--- src/hcrp_pkg.sv ---
//****************************************************************
// hcrp_pkg - shared constants and carriers
//****************************************************************
// Purpose : offsets, fields, reset values and timing of the port
// Assumes : 20 MHz core clock
// Notes   : all numbers of the register port live here, except the ready-test and i/o command codes
package hcrp_pkg;

    //************************************************************
    // timing
    //************************************************************
    localparam longint unsigned HCRP_CLK_HZ      = 64'd20_000_000;
    localparam longint unsigned HCRP_TIMEOUT_S   = 64'd120; // 2 min
    localparam longint unsigned HCRP_TIMEOUT_CYC =
        HCRP_TIMEOUT_S * HCRP_CLK_HZ;
    localparam int              HCRP_TMR_W       = 32;

    //************************************************************
    // address decode
    //************************************************************
    localparam int         HCRP_ADDR_W   = 16;
    localparam logic [2:0] HCRP_OFS_PARAM = 3'h0;
    localparam logic [2:0] HCRP_OFS_CMD   = 3'h4;
    localparam logic [2:0] HCRP_OFS_CTRL  = 3'h5;
    localparam logic [2:0] HCRP_OFS_ERR   = 3'h6;
    localparam logic [2:0] HCRP_OFS_STAT  = 3'h7;
    localparam int         HCRP_BASE_LSB  = 10;  // 1 KB boundary

    //************************************************************
    // control byte fields and values
    //************************************************************
    localparam int         HCRP_CTL_RST   = 7;  // command reset
    localparam int         HCRP_CTL_COR   = 6;  // clear on read
    localparam int         HCRP_CTL_RREJ  = 5;  // stored, no effect
    localparam int         HCRP_CTL_DMA   = 1;  // bus master enable
    localparam int         HCRP_CTL_IEN   = 0;  // host irq enable
    localparam logic [7:0] HCRP_CTL_WMASK = 8'he3;
    localparam logic [7:0] HCRP_CTL_POR   = 8'h00;
    localparam logic [7:0] HCRP_CTL_CRST  = 8'h80;

    //************************************************************
    // status byte fields and values
    //************************************************************
    localparam logic [7:0] HCRP_ST_POR   = 8'h01;
    localparam logic [2:0] HCRP_CODE_OK   = 3'h2;
    localparam logic [2:0] HCRP_CODE_PIPE = 3'h3;
    localparam logic [2:0] HCRP_CODE_DEV  = 3'h4;
    localparam logic [2:0] HCRP_CODE_CAT  = 3'h7;

    //************************************************************
    // error codes and command digits
    //************************************************************
    localparam logic [6:0] HCRP_ERR_FIRST    = 7'h01;
    localparam logic [6:0] HCRP_ERR_LAST     = 7'h25;
    localparam logic [6:0] HCRP_ERR_TIMEOUT  = 7'h22;
    localparam logic [6:0] HCRP_ERR_NO_READY = 7'h40; // missing test
    localparam logic [6:0] HCRP_ERR_BOOT_END = 7'h47;
    localparam logic [3:0] HCRP_BOOT_DIGIT   = 4'hd;

    //************************************************************
    // carriers
    //************************************************************
    typedef struct packed {
        logic        sel;    // access strobe, level
        logic        we;     // 1 write, 0 read
        logic [15:0] addr;   // byte address
        logic [3:0]  be;     // byte lane enables
        logic [31:0] wdata;  // write data
    } hcrp_bus_t;
    localparam int HCRP_BUS_W = $bits(hcrp_bus_t);

    typedef struct packed {
        logic       load;     // one-cycle load strobe
        logic [7:0] err;      // error byte, bit 7 source
        logic [2:0] code;     // interrupt cause
        logic       raise;    // raise the interrupt bit
        logic       selftest; // second self-test phase running
        logic       done;     // command processed, drop busy
    } hcrp_mc_in_t;

    typedef struct packed {
        logic        start;         // adapter interrupt pulse
        logic [7:0]  code;          // code written with start
        logic [31:0] param;         // parameter word
        logic        adapter_reset; // command reset level
        logic        bus_master_en; // bus master allowed
    } hcrp_mc_out_t;

    typedef struct packed {
        logic [31:0] param;
        logic [7:0]  cmd;
        logic [7:0]  ctrl;
        logic [7:0]  err;
        logic [2:0]  code;
        logic        selftest;
        logic        intr;
        logic        busy;
        logic        ready_seen;
        logic        sel_d;
        logic [31:0] rdata;
        logic        start;
        logic [7:0]  start_code;
        logic        irq;
    } hcrp_state_t;

endpackage

--- src/hcrp_port.sv ---
//****************************************************************
// hcrp_port - host command register port
//****************************************************************
// Purpose : parameter, command, control, error and status bytes
// Assumes : host pins are asynchronous and held for 3+ cycles
// Notes   : microcode side runs on the same clock
`timescale 1ns/1ns
module hcrp_port
    import hcrp_pkg::*;
#(
    parameter longint unsigned TIMEOUT_CYCLES = HCRP_TIMEOUT_CYC,
    parameter logic [7:0]      READY_TEST_CMD = 8'h01,
    parameter logic [7:0]      EXEC_IO_CMD    = 8'h02
) (
    // clock and channel reset
    input  wire logic                        clk,
    input  wire logic                        resetn,
    // host i/o bus pins
    input  wire hcrp_pkg::hcrp_bus_t         io_bus,
    output logic                      [31:0] io_rdata,
    output logic                             host_irq,
    // configuration: base address bits 15..10
    input  wire logic                  [5:0] base_sel,
    // microcode side
    input  wire hcrp_pkg::hcrp_mc_in_t       mc_in,
    output hcrp_pkg::hcrp_mc_out_t           mc_out
);
    import hcrp_pkg::*;

    //************************************************************
    // declarations
    //************************************************************
    logic [HCRP_BUS_W-1:0] bus_raw;     // pins as a vector
    logic [HCRP_BUS_W-1:0] bus_vec;     // synchronised vector
    hcrp_bus_t             bus_q;       // synchronised bundle
    logic                  hit;         // address in our window
    logic                  take;        // access taken this cycle
    logic                  wr_lo;       // write to parameter word
    logic                  wr_hi;       // write to byte word
    logic                  rd_hi;       // read of byte word
    logic                  rd_lo;       // read of parameter word
    logic                  boot_digit;  // written code is Dh-
    logic                  timeout;     // watchdog pulse
    logic                  tmr_run;     // watchdog enable
    logic [7:0]            status_val;  // status as read
    hcrp_state_t           r_reg;       // registered state
    hcrp_state_t           r_next;      // next state

    //************************************************************
    // host pin synchroniser
    //************************************************************
    assign bus_raw = io_bus;

    hcrp_sync #(
        .W      (HCRP_BUS_W)
    ) u_sync (
        .clk    (clk),
        .resetn (resetn),
        .d      (bus_raw),
        .q      (bus_vec)
    );

    assign bus_q = bus_vec;

    //************************************************************
    // decode
    //************************************************************
    // base on any 1 KB boundary, eight bytes used
    assign hit  = (bus_q.addr[15:HCRP_BASE_LSB] == base_sel) &&
                  (bus_q.addr[HCRP_BASE_LSB-1:3] == '0);
    // one access per rising edge of the strobe
    assign take  = bus_q.sel && !r_reg.sel_d && hit;
    assign wr_lo = take && bus_q.we && !bus_q.addr[2];
    assign wr_hi = take && bus_q.we && bus_q.addr[2];
    assign rd_lo = take && !bus_q.we && !bus_q.addr[2];
    assign rd_hi = take && !bus_q.we && bus_q.addr[2];

    // upper digit of the written command code
    assign boot_digit = (bus_q.wdata[7:4] == HCRP_BOOT_DIGIT);

    // reserved status bits 4 and 2 read as zero
    assign status_val = {r_reg.code, 1'b0, r_reg.selftest,
                         1'b0, r_reg.intr, r_reg.busy};

    //************************************************************
    // transaction watchdog
    //************************************************************
    // runs while a command is outstanding, not during reset
    assign tmr_run = r_reg.busy && !r_reg.ctrl[HCRP_CTL_RST];

    hcrp_timer #(
        .W       (HCRP_TMR_W),
        .LIMIT   (TIMEOUT_CYCLES)
    ) u_timer (
        .clk     (clk),
        .resetn  (resetn),
        .run     (tmr_run),
        .clr     (r_reg.start),
        .expired (timeout)
    );

    //************************************************************
    // next state
    //************************************************************
    always_comb begin
        r_next       = r_reg;
        r_next.start = 1'b0;
        r_next.sel_d = bus_q.sel;

        // parameter word, byte lanes, gated by busy
        if (wr_lo && !r_reg.busy) begin
            for (int i = 0; i < 4; i++) begin
                if (bus_q.be[i]) begin
                    r_next.param[8*i +: 8] = bus_q.wdata[8*i +: 8];
                end
            end
        end // else dropped while busy

        // command byte on lane 0
        if (wr_hi && bus_q.be[0]) begin
            if (!r_reg.busy) begin
                if ((bus_q.wdata[7:0] == EXEC_IO_CMD) &&
                    !r_reg.ready_seen) begin
                    // boot i/o refused, no readiness test yet
                    r_next.cmd  = bus_q.wdata[7:0];
                    r_next.err  = {1'b0, HCRP_ERR_NO_READY};
                    r_next.code = HCRP_CODE_DEV;
                    r_next.intr = 1'b1;
                end else begin
                    // accepted: store, go busy, start adapter
                    r_next.cmd        = bus_q.wdata[7:0];
                    r_next.busy       = 1'b1;
                    r_next.start      = 1'b1;
                    r_next.start_code = bus_q.wdata[7:0];
                    if (bus_q.wdata[7:0] == READY_TEST_CMD) begin
                        r_next.ready_seen = 1'b1;
                    end
                end
            end else if (boot_digit) begin
                // busy: byte kept, only Dh- codes still interrupt
                r_next.start      = 1'b1;
                r_next.start_code = bus_q.wdata[7:0];
            end
        end

        // control byte on lane 1
        if (wr_hi && bus_q.be[1]) begin
            if (bus_q.wdata[8 + HCRP_CTL_RST]) begin
                // command reset: fixed value, status masked
                r_next.ctrl       = HCRP_CTL_CRST;
                r_next.intr       = 1'b0;
                r_next.busy       = 1'b1;
                r_next.ready_seen = 1'b0;
            end else begin
                // bit 5 is just stored
                r_next.ctrl = bus_q.wdata[15:8] & HCRP_CTL_WMASK;
                if (r_reg.ctrl[HCRP_CTL_RST]) begin
                    // reset released: adapter is idle again
                    r_next.busy = 1'b0;
                end
            end
        end

        // read data, captured and held until the next read
        if (rd_lo) begin
            r_next.rdata = r_reg.param;
        end else if (rd_hi) begin
            r_next.rdata = {status_val, r_reg.err, r_reg.ctrl, r_reg.cmd};
            // status read clears interrupt if enabled
            if (bus_q.be[3] && r_reg.ctrl[HCRP_CTL_COR]) begin
                r_next.intr = 1'b0;
            end
        end

        // microcode load, after the read so a set wins
        if (mc_in.load) begin
            r_next.err      = mc_in.err;
            r_next.code     = mc_in.code;
            r_next.selftest = mc_in.selftest;
            if (mc_in.raise) begin
                r_next.intr = 1'b1;
            end
            if (mc_in.done && !r_reg.start) begin
                r_next.busy = 1'b0;
            end
        end

        // transaction outstanding too long
        if (timeout) begin
            r_next.err  = {1'b0, HCRP_ERR_TIMEOUT};
            r_next.code = HCRP_CODE_CAT;
            r_next.intr = 1'b1;
            r_next.busy = 1'b0;
        end

        // reset in progress keeps busy
        if (r_next.ctrl[HCRP_CTL_RST]) begin
            r_next.busy = 1'b1;
        end

        // host interrupt only when enabled
        r_next.irq = r_next.ctrl[HCRP_CTL_IEN] && r_next.intr;
    end

    //************************************************************
    // registers
    //************************************************************
    // channel reset: control 00h, status 01h, rest cleared
    always_ff @(posedge clk or negedge resetn) begin
        if (!resetn) begin
            r_reg            <= '0;
            r_reg.ctrl       <= HCRP_CTL_POR;
            r_reg.code       <= HCRP_ST_POR[7:5];
            r_reg.selftest   <= HCRP_ST_POR[3];
            r_reg.intr       <= HCRP_ST_POR[1];
            r_reg.busy       <= HCRP_ST_POR[0];
        end else begin
            r_reg <= r_next;
        end
    end

    //************************************************************
    // outputs, straight from flops
    //************************************************************
    assign io_rdata = r_reg.rdata;
    assign host_irq = r_reg.irq;

    // self-test never gates command start
    assign mc_out.start         = r_reg.start;
    assign mc_out.code          = r_reg.start_code;
    assign mc_out.param         = r_reg.param;
    assign mc_out.adapter_reset = r_reg.ctrl[HCRP_CTL_RST];
    assign mc_out.bus_master_en = r_reg.ctrl[HCRP_CTL_DMA];

endmodule

--- src/hcrp_sync.sv ---
//****************************************************************
// hcrp_sync - two flop synchroniser for a bundle of pins
//****************************************************************
// Purpose : bring asynchronous host bus pins into the core clock
// Assumes : multi-bit fields are stable while the strobe is held
// Notes   : only the second stage is visible outside
`timescale 1ns/1ns
module hcrp_sync #(
    parameter int W = 8
) (
    // clock and reset
    input  wire logic         clk,
    input  wire logic         resetn,
    // pins in, synchronised out
    input  wire logic [W-1:0] d,
    output logic      [W-1:0] q
);

    //************************************************************
    // state
    //************************************************************
    typedef struct packed {
        logic [W-1:0] s1;  // first stage, metastable
        logic [W-1:0] s2;  // second stage, safe
    } hcrp_sync_t;

    hcrp_sync_t r_reg;     // registered state
    hcrp_sync_t r_next;    // next state

    // shift the pins through both stages
    always_comb begin
        r_next    = r_reg;
        r_next.s1 = d;
        r_next.s2 = r_reg.s1;
    end

    // register the state
    always_ff @(posedge clk or negedge resetn) begin
        if (!resetn) begin
            r_reg <= '0;
        end else begin
            r_reg <= r_next;
        end
    end

    assign q = r_reg.s2;

endmodule

--- src/hcrp_timer.sv ---
//****************************************************************
// hcrp_timer - watchdog on an outstanding host transaction
//****************************************************************
// Purpose : pulse once when run stays high for LIMIT cycles
// Assumes : LIMIT fits in W bits
// Notes   : dropping run or a clear restarts the count
`timescale 1ns/1ns
module hcrp_timer #(
    parameter int                   W     = 32,
    parameter longint unsigned      LIMIT = 64'd2_400_000_000
) (
    // clock and reset
    input  wire logic clk,
    input  wire logic resetn,
    // control
    input  wire logic run,
    input  wire logic clr,
    // one-cycle expiry pulse
    output logic      expired
);

    localparam logic [W-1:0] LAST = W'(LIMIT - 64'd1);

    //************************************************************
    // state
    //************************************************************
    typedef struct packed {
        logic [W-1:0] cnt;   // cycles spent running
        logic         fired; // expiry already reported
        logic         pulse; // registered expiry
    } hcrp_timer_t;

    hcrp_timer_t r_reg;      // registered state
    hcrp_timer_t r_next;     // next state

    // count while running, fire once at the limit
    always_comb begin
        r_next       = r_reg;
        r_next.pulse = 1'b0;
        if (clr || !run) begin
            r_next.cnt   = '0;
            r_next.fired = 1'b0;
        end else if (!r_reg.fired) begin
            if (r_reg.cnt == LAST) begin
                r_next.pulse = 1'b1;
                r_next.fired = 1'b1;
            end else begin
                r_next.cnt = r_reg.cnt + 1'b1;
            end
        end
    end

    // register the state
    always_ff @(posedge clk or negedge resetn) begin
        if (!resetn) begin
            r_reg <= '0;
        end else begin
            r_reg <= r_next;
        end
    end

    assign expired = r_reg.pulse;

endmodule

--- config.mk ---
export PLATFORM = sky130hd
export DESIGN_NAME = hcrp_port
export DESIGN_NICKNAME = d
export VERILOG_FILES = /design/src/hcrp_pkg.sv /design/src/hcrp_port.sv /design/src/hcrp_sync.sv /design/src/hcrp_timer.sv
export SDC_FILE = /design/constraint.sdc
export NUM_CORES = 1
export LEC_CHECK = 0
export ABC_AREA = 1
export BUFFER_PORTS_ARGS = -buffer_cell sky130_fd_sc_hd__buf_2
export CORE_UTILIZATION = 39
export CTS_BUF_LIST = sky130_fd_sc_hd__clkbuf_4
export DETAILED_ROUTE_END_ITERATION = 8
export PLACE_DENSITY = 0.65
export SLEW_MARGIN = 20
export SYNTH_ARGS = -nofsm -noshare
export SYNTH_HDL_FRONTEND = slang
export SYNTH_SLANG_ARGS = --single-unit
--- constraint.sdc ---
create_clock -name clk -period 1.8 [get_ports clk]
set_clock_uncertainty 0.05 [all_clocks]
set_input_delay 0.09 -clock clk [delete_from_list [all_inputs] [get_ports clk]]
set_output_delay 0.09 -clock clk [all_outputs]
set_load 0.01 [all_outputs]
==> summary.txt <==
Run status
  – Violated checks: negative setup slack
  – Result of the run: complete, but fails checks

STA
  – Final period utilization: 1.01
  – Time the final worst path needs with I/O delays and setup: approximately 1800 ps
  – Max frequency: approximately 550 MHz
  – Number of max-slew violations in the final report: 0
  – Unrepaired setup endpoints after global routing: yes
  – Relative max-transition margin: 0.637
  – Slew at the pin closest to its max-slew limit: ~540 ps
  – Setup-violating endpoint count in the final report: 8
  – Worst setup margin: -14.1 ps
  – Total count of hold-check failures in the final report: 0

Power and ir drop
  – Leakage dissipation: 6.71 nW
  – Cell area power density: around 800 mW/mm2
  – Largest vdd supply drop: around 440 uV

Global routing
  – Number of global-route vias before repair: ~7.9k
  – Pin count of the biggest net entering global routing: 56
  – Antenna violations before repair: 1
  – Global-route congestion overflow total: 0
  – First-pass GRT wire length: between 30 and 40 mm
  – Combined global-route utilization of all metal layers: 0.195

Synth
  – Number of distinct standard cells referenced by the synthesized netlist: 42
  – Sequential area share after synthesis: 0.608
  – Syn. warnings: 0
  – Synthesized instance count: about 990
  – Share of flip-flops with an asynchronous set or reset: 1.00
  – Number of synthesized flops with an enable pin: 0
  – Post-synthesis sequential element count: around 240
  – Post-synthesis instance area: a little under 0.01 mm2
  – Predominant post-synthesis flop cell: sky130_fd_sc_hd__dfrtp_1
  – Synth Net Count: 1072
  – Synthesized area per cell: 9.98 um2

Cells and area
  – Most common cell after layout, fill and taps aside: sky130_fd_sc_hd__dfrtp_1
  – Most used cells in the layout excluding fill and tap cells: sky130_fd_sc_hd__dfrtp_1, sky130_fd_sc_hd__nand2_1, sky130_fd_sc_hd__buf_2
  – Non-Filler Instances: approximately 1.7k
  – Net count reported at finish: about 1.4k
  – Post-Layout Inst Area: between 0.01 and 0.015 mm2
  – Area Overhead vs Synth: 38.1%
  – Fraction of layout cells with a size suffix above 1: 0.351

Setup path
  – CP Launch Type: register
  – Critical Path Sink Type: register
  – Highest fanout seen on the critical path: 8
  – WS Path Type: reg2reg
  – Required time worst endpoint: between 2000 and 2500 ps
  – Critical path data arrival time: 2340 ps

Clocking
  – Number of levels the H-tree was split into: 3
  – TritonCTS Sinks: ~240
  – Number of buffers inserted during clock tree synthesis: 66
  – Cell chosen for the clock root: sky130_fd_sc_hd__clkbuf_4
  – Clock latency of the later-clocked register in the worst-skew pair: approximately 660 ps
  – Buffer depth of the longest clock path: 3
  – Post-CTS clock slew at the launch and capture registers of the worst setup and hold paths: 60 ps
  – Clock tree from TritonCTS: built

Place
  – Placer Congestion: ~0.86
  – Detailed Place HPWL: around 17 mm
  – Post-placement cell area: roughly 0.011 mm2
  – Count of input and output buffers: 150
  – Placed cells: 1432

Routing
  – Via count: around 7.9k
  – Wire length reported by the detailed router: approximately 26 mm
  – Via/cell ratio: 4.76
  – Routed len/inst: around 16 um
  – Number of detailed-routing iterations run before antenna repair: 5
  – Remaining routing DRC violations: 0
  – First DRT Iteration DRCs: ~440
  – Post-detailed-route count of antenna-violating nets: 0

Die
  – Core region area: approximately 0.025 mm2
  – Boundary Pins: approximately 150
  – Count of standard-cell rows: 57
  – Effective utilization at floorplan: 0.403
  – Horiz. Die Dim: between 150 and 200 um
  – Height of the die: 161 um
  – Die area: around 0.026 mm2

Job
  – Max-Cap Viols: 0

Worst hold path
  – Path category of the worst min-delay check: in2reg
-- repair_timing --
| item | in CTS | in global routing |
|---|---|---|
| buffers inserted | 1 | 13 |
| hold buffers | 112 | 1 |
| pin swaps | 5 | 39 |
| gates cloned | 1 | 6 |
| gates resized for setup | 12 | 173 |
| hold endpoints to repair | 308 | 1 |
| setup endpoints to repair | 29 | 124 |
-- layer usage --
layer / track usage / up-vias / share of wire
met2: 0.322 / 258 / 0.49
met3: 0.0496 / 44 / 0.059
met4: 0.0716 / 0 / 0.024
li1: - / 3795 / -
met1: 0.248 / 3851 / 0.42
met5: 0 / - / 0
-- cells in the mapped netlist, types with 2 or more instances --
master                     instances  area share
sky130_fd_sc_hd__a21oi_1          16      0.0081
sky130_fd_sc_hd__nor4_1            5      0.0032
sky130_fd_sc_hd__o21ai_0          28       0.014
sky130_fd_sc_hd__clkbuf_1         10      0.0038
sky130_fd_sc_hd__o32ai_1           2      0.0018
sky130_fd_sc_hd__buf_2             9      0.0045
sky130_fd_sc_hd__nor3_1           24       0.012
sky130_fd_sc_hd__inv_2             4      0.0015
sky130_fd_sc_hd__nor2_1           67       0.025
sky130_fd_sc_hd__o21ai_1          45       0.023
sky130_fd_sc_hd__buf_4            77       0.058
sky130_fd_sc_hd__nand3_2           6      0.0061
sky130_fd_sc_hd__nand3_1          53       0.027
sky130_fd_sc_hd__o211ai_1         15       0.011
sky130_fd_sc_hd__o31ai_1           7      0.0053
sky130_fd_sc_hd__nand2_2           2      0.0013
sky130_fd_sc_hd__nor2_2            2      0.0013
sky130_fd_sc_hd__xor2_1           19       0.017
sky130_fd_sc_hd__nor3_4            2      0.0033
sky130_fd_sc_hd__a22oi_1           4      0.0030
sky130_fd_sc_hd__o22ai_1           3      0.0019
sky130_fd_sc_hd__nand4_1          17       0.011
sky130_fd_sc_hd__buf_6             7      0.0079
sky130_fd_sc_hd__inv_1           109       0.041
sky130_fd_sc_hd__dfrtp_1         240        0.61
sky130_fd_sc_hd__nor2_4            4      0.0045
sky130_fd_sc_hd__xnor2_1           2      0.0018
sky130_fd_sc_hd__nand2_1         198       0.075
sky130_fd_sc_hd__inv_4             2      0.0013
sky130_fd_sc_hd__nand4_4           3      0.0064
-- path summary, 6_finish.rpt --
check                      depth (start not counted)              start                 to  slack, ps
min reg2reg                                        0  u_sync.r_next[35]       u_sync.q[35]        290
min                                                2         io_bus[32]  u_sync.r_next[32]         50
min in group asynchronous                          3             resetn         mc_out[13]        440
max in group asynchronous                          4             resetn  u_timer.r_reg[11]        550
max reg2reg                                        9  u_timer.r_reg[24]   u_timer.r_reg[8]        -10
max                                                9  u_timer.r_reg[24]   u_timer.r_reg[8]        -10
-- layout make-up --
type | count | area (um2)
flip-flops and latches | 241 | 6030
multi-input cells | 535 | 3210
well taps | 324 | 405
clock buffers | 92 | 691
diodes | 3 | 7.51
repair inverters | 2 | 22.5
repair buffers | 348 | 2780
clock inverters | 10 | 95.1
inverters | 115 | 454
fillers | 2162 | 10900
-- cell families after synthesis --
kind of cell / Yosys count / share of synthesized area
simple gates: 388 / 0.180
flops: 241 / 0.608
buf+inv: 219 / 0.119
compound gates: 124 / 0.0729
xor+xnor: 21 / 0.0185
fa+ha+maj: 1 / 0.00126
-- critical path, stage by stage (launching register included) --
cell and delay, ps:
sky130_fd_sc_hd__dfrtp_1 380, sky130_fd_sc_hd__inv_1 140, sky130_fd_sc_hd__nand4_1 200, sky130_fd_sc_hd__nor3_4 260, sky130_fd_sc_hd__nand4_4 130, sky130_fd_sc_hd__o21ai_4 110, sky130_fd_sc_hd__buf_12 190, sky130_fd_sc_hd__buf_6 120
sky130_fd_sc_hd__o21ai_4 50, sky130_fd_sc_hd__a21oi_1 140
-- power by group --
group,switching [W],internal [W],leakage [nW],total (W)
Sequential,0.0000539,0.00556,3.07,0.00562
Combinational,0.000285,0.000286,3.17,0.000571
Clock,0.00213,0.00261,0.467,0.00473
-- per-stage QoR --
stage	hold slack [ps]	setup TNS [ps]	power, W	setup WS (ps)	util
after detailed placement	-8.92	-166	0.00608	-37.0	0.444
after floorplan	-256	0	0.00580	0.412	-
after global routing	7.72	-7640	0.0115	-171	0.557
final	53.4	-45.8	0.0109	-14.1	0.557
after global placement	-7.08	0	0.00607	3.32	0.444
after CTS	0.208	-30.0	0.0111	-16.4	0.524
Note: power is estimated with default switching activity, not from simulation.
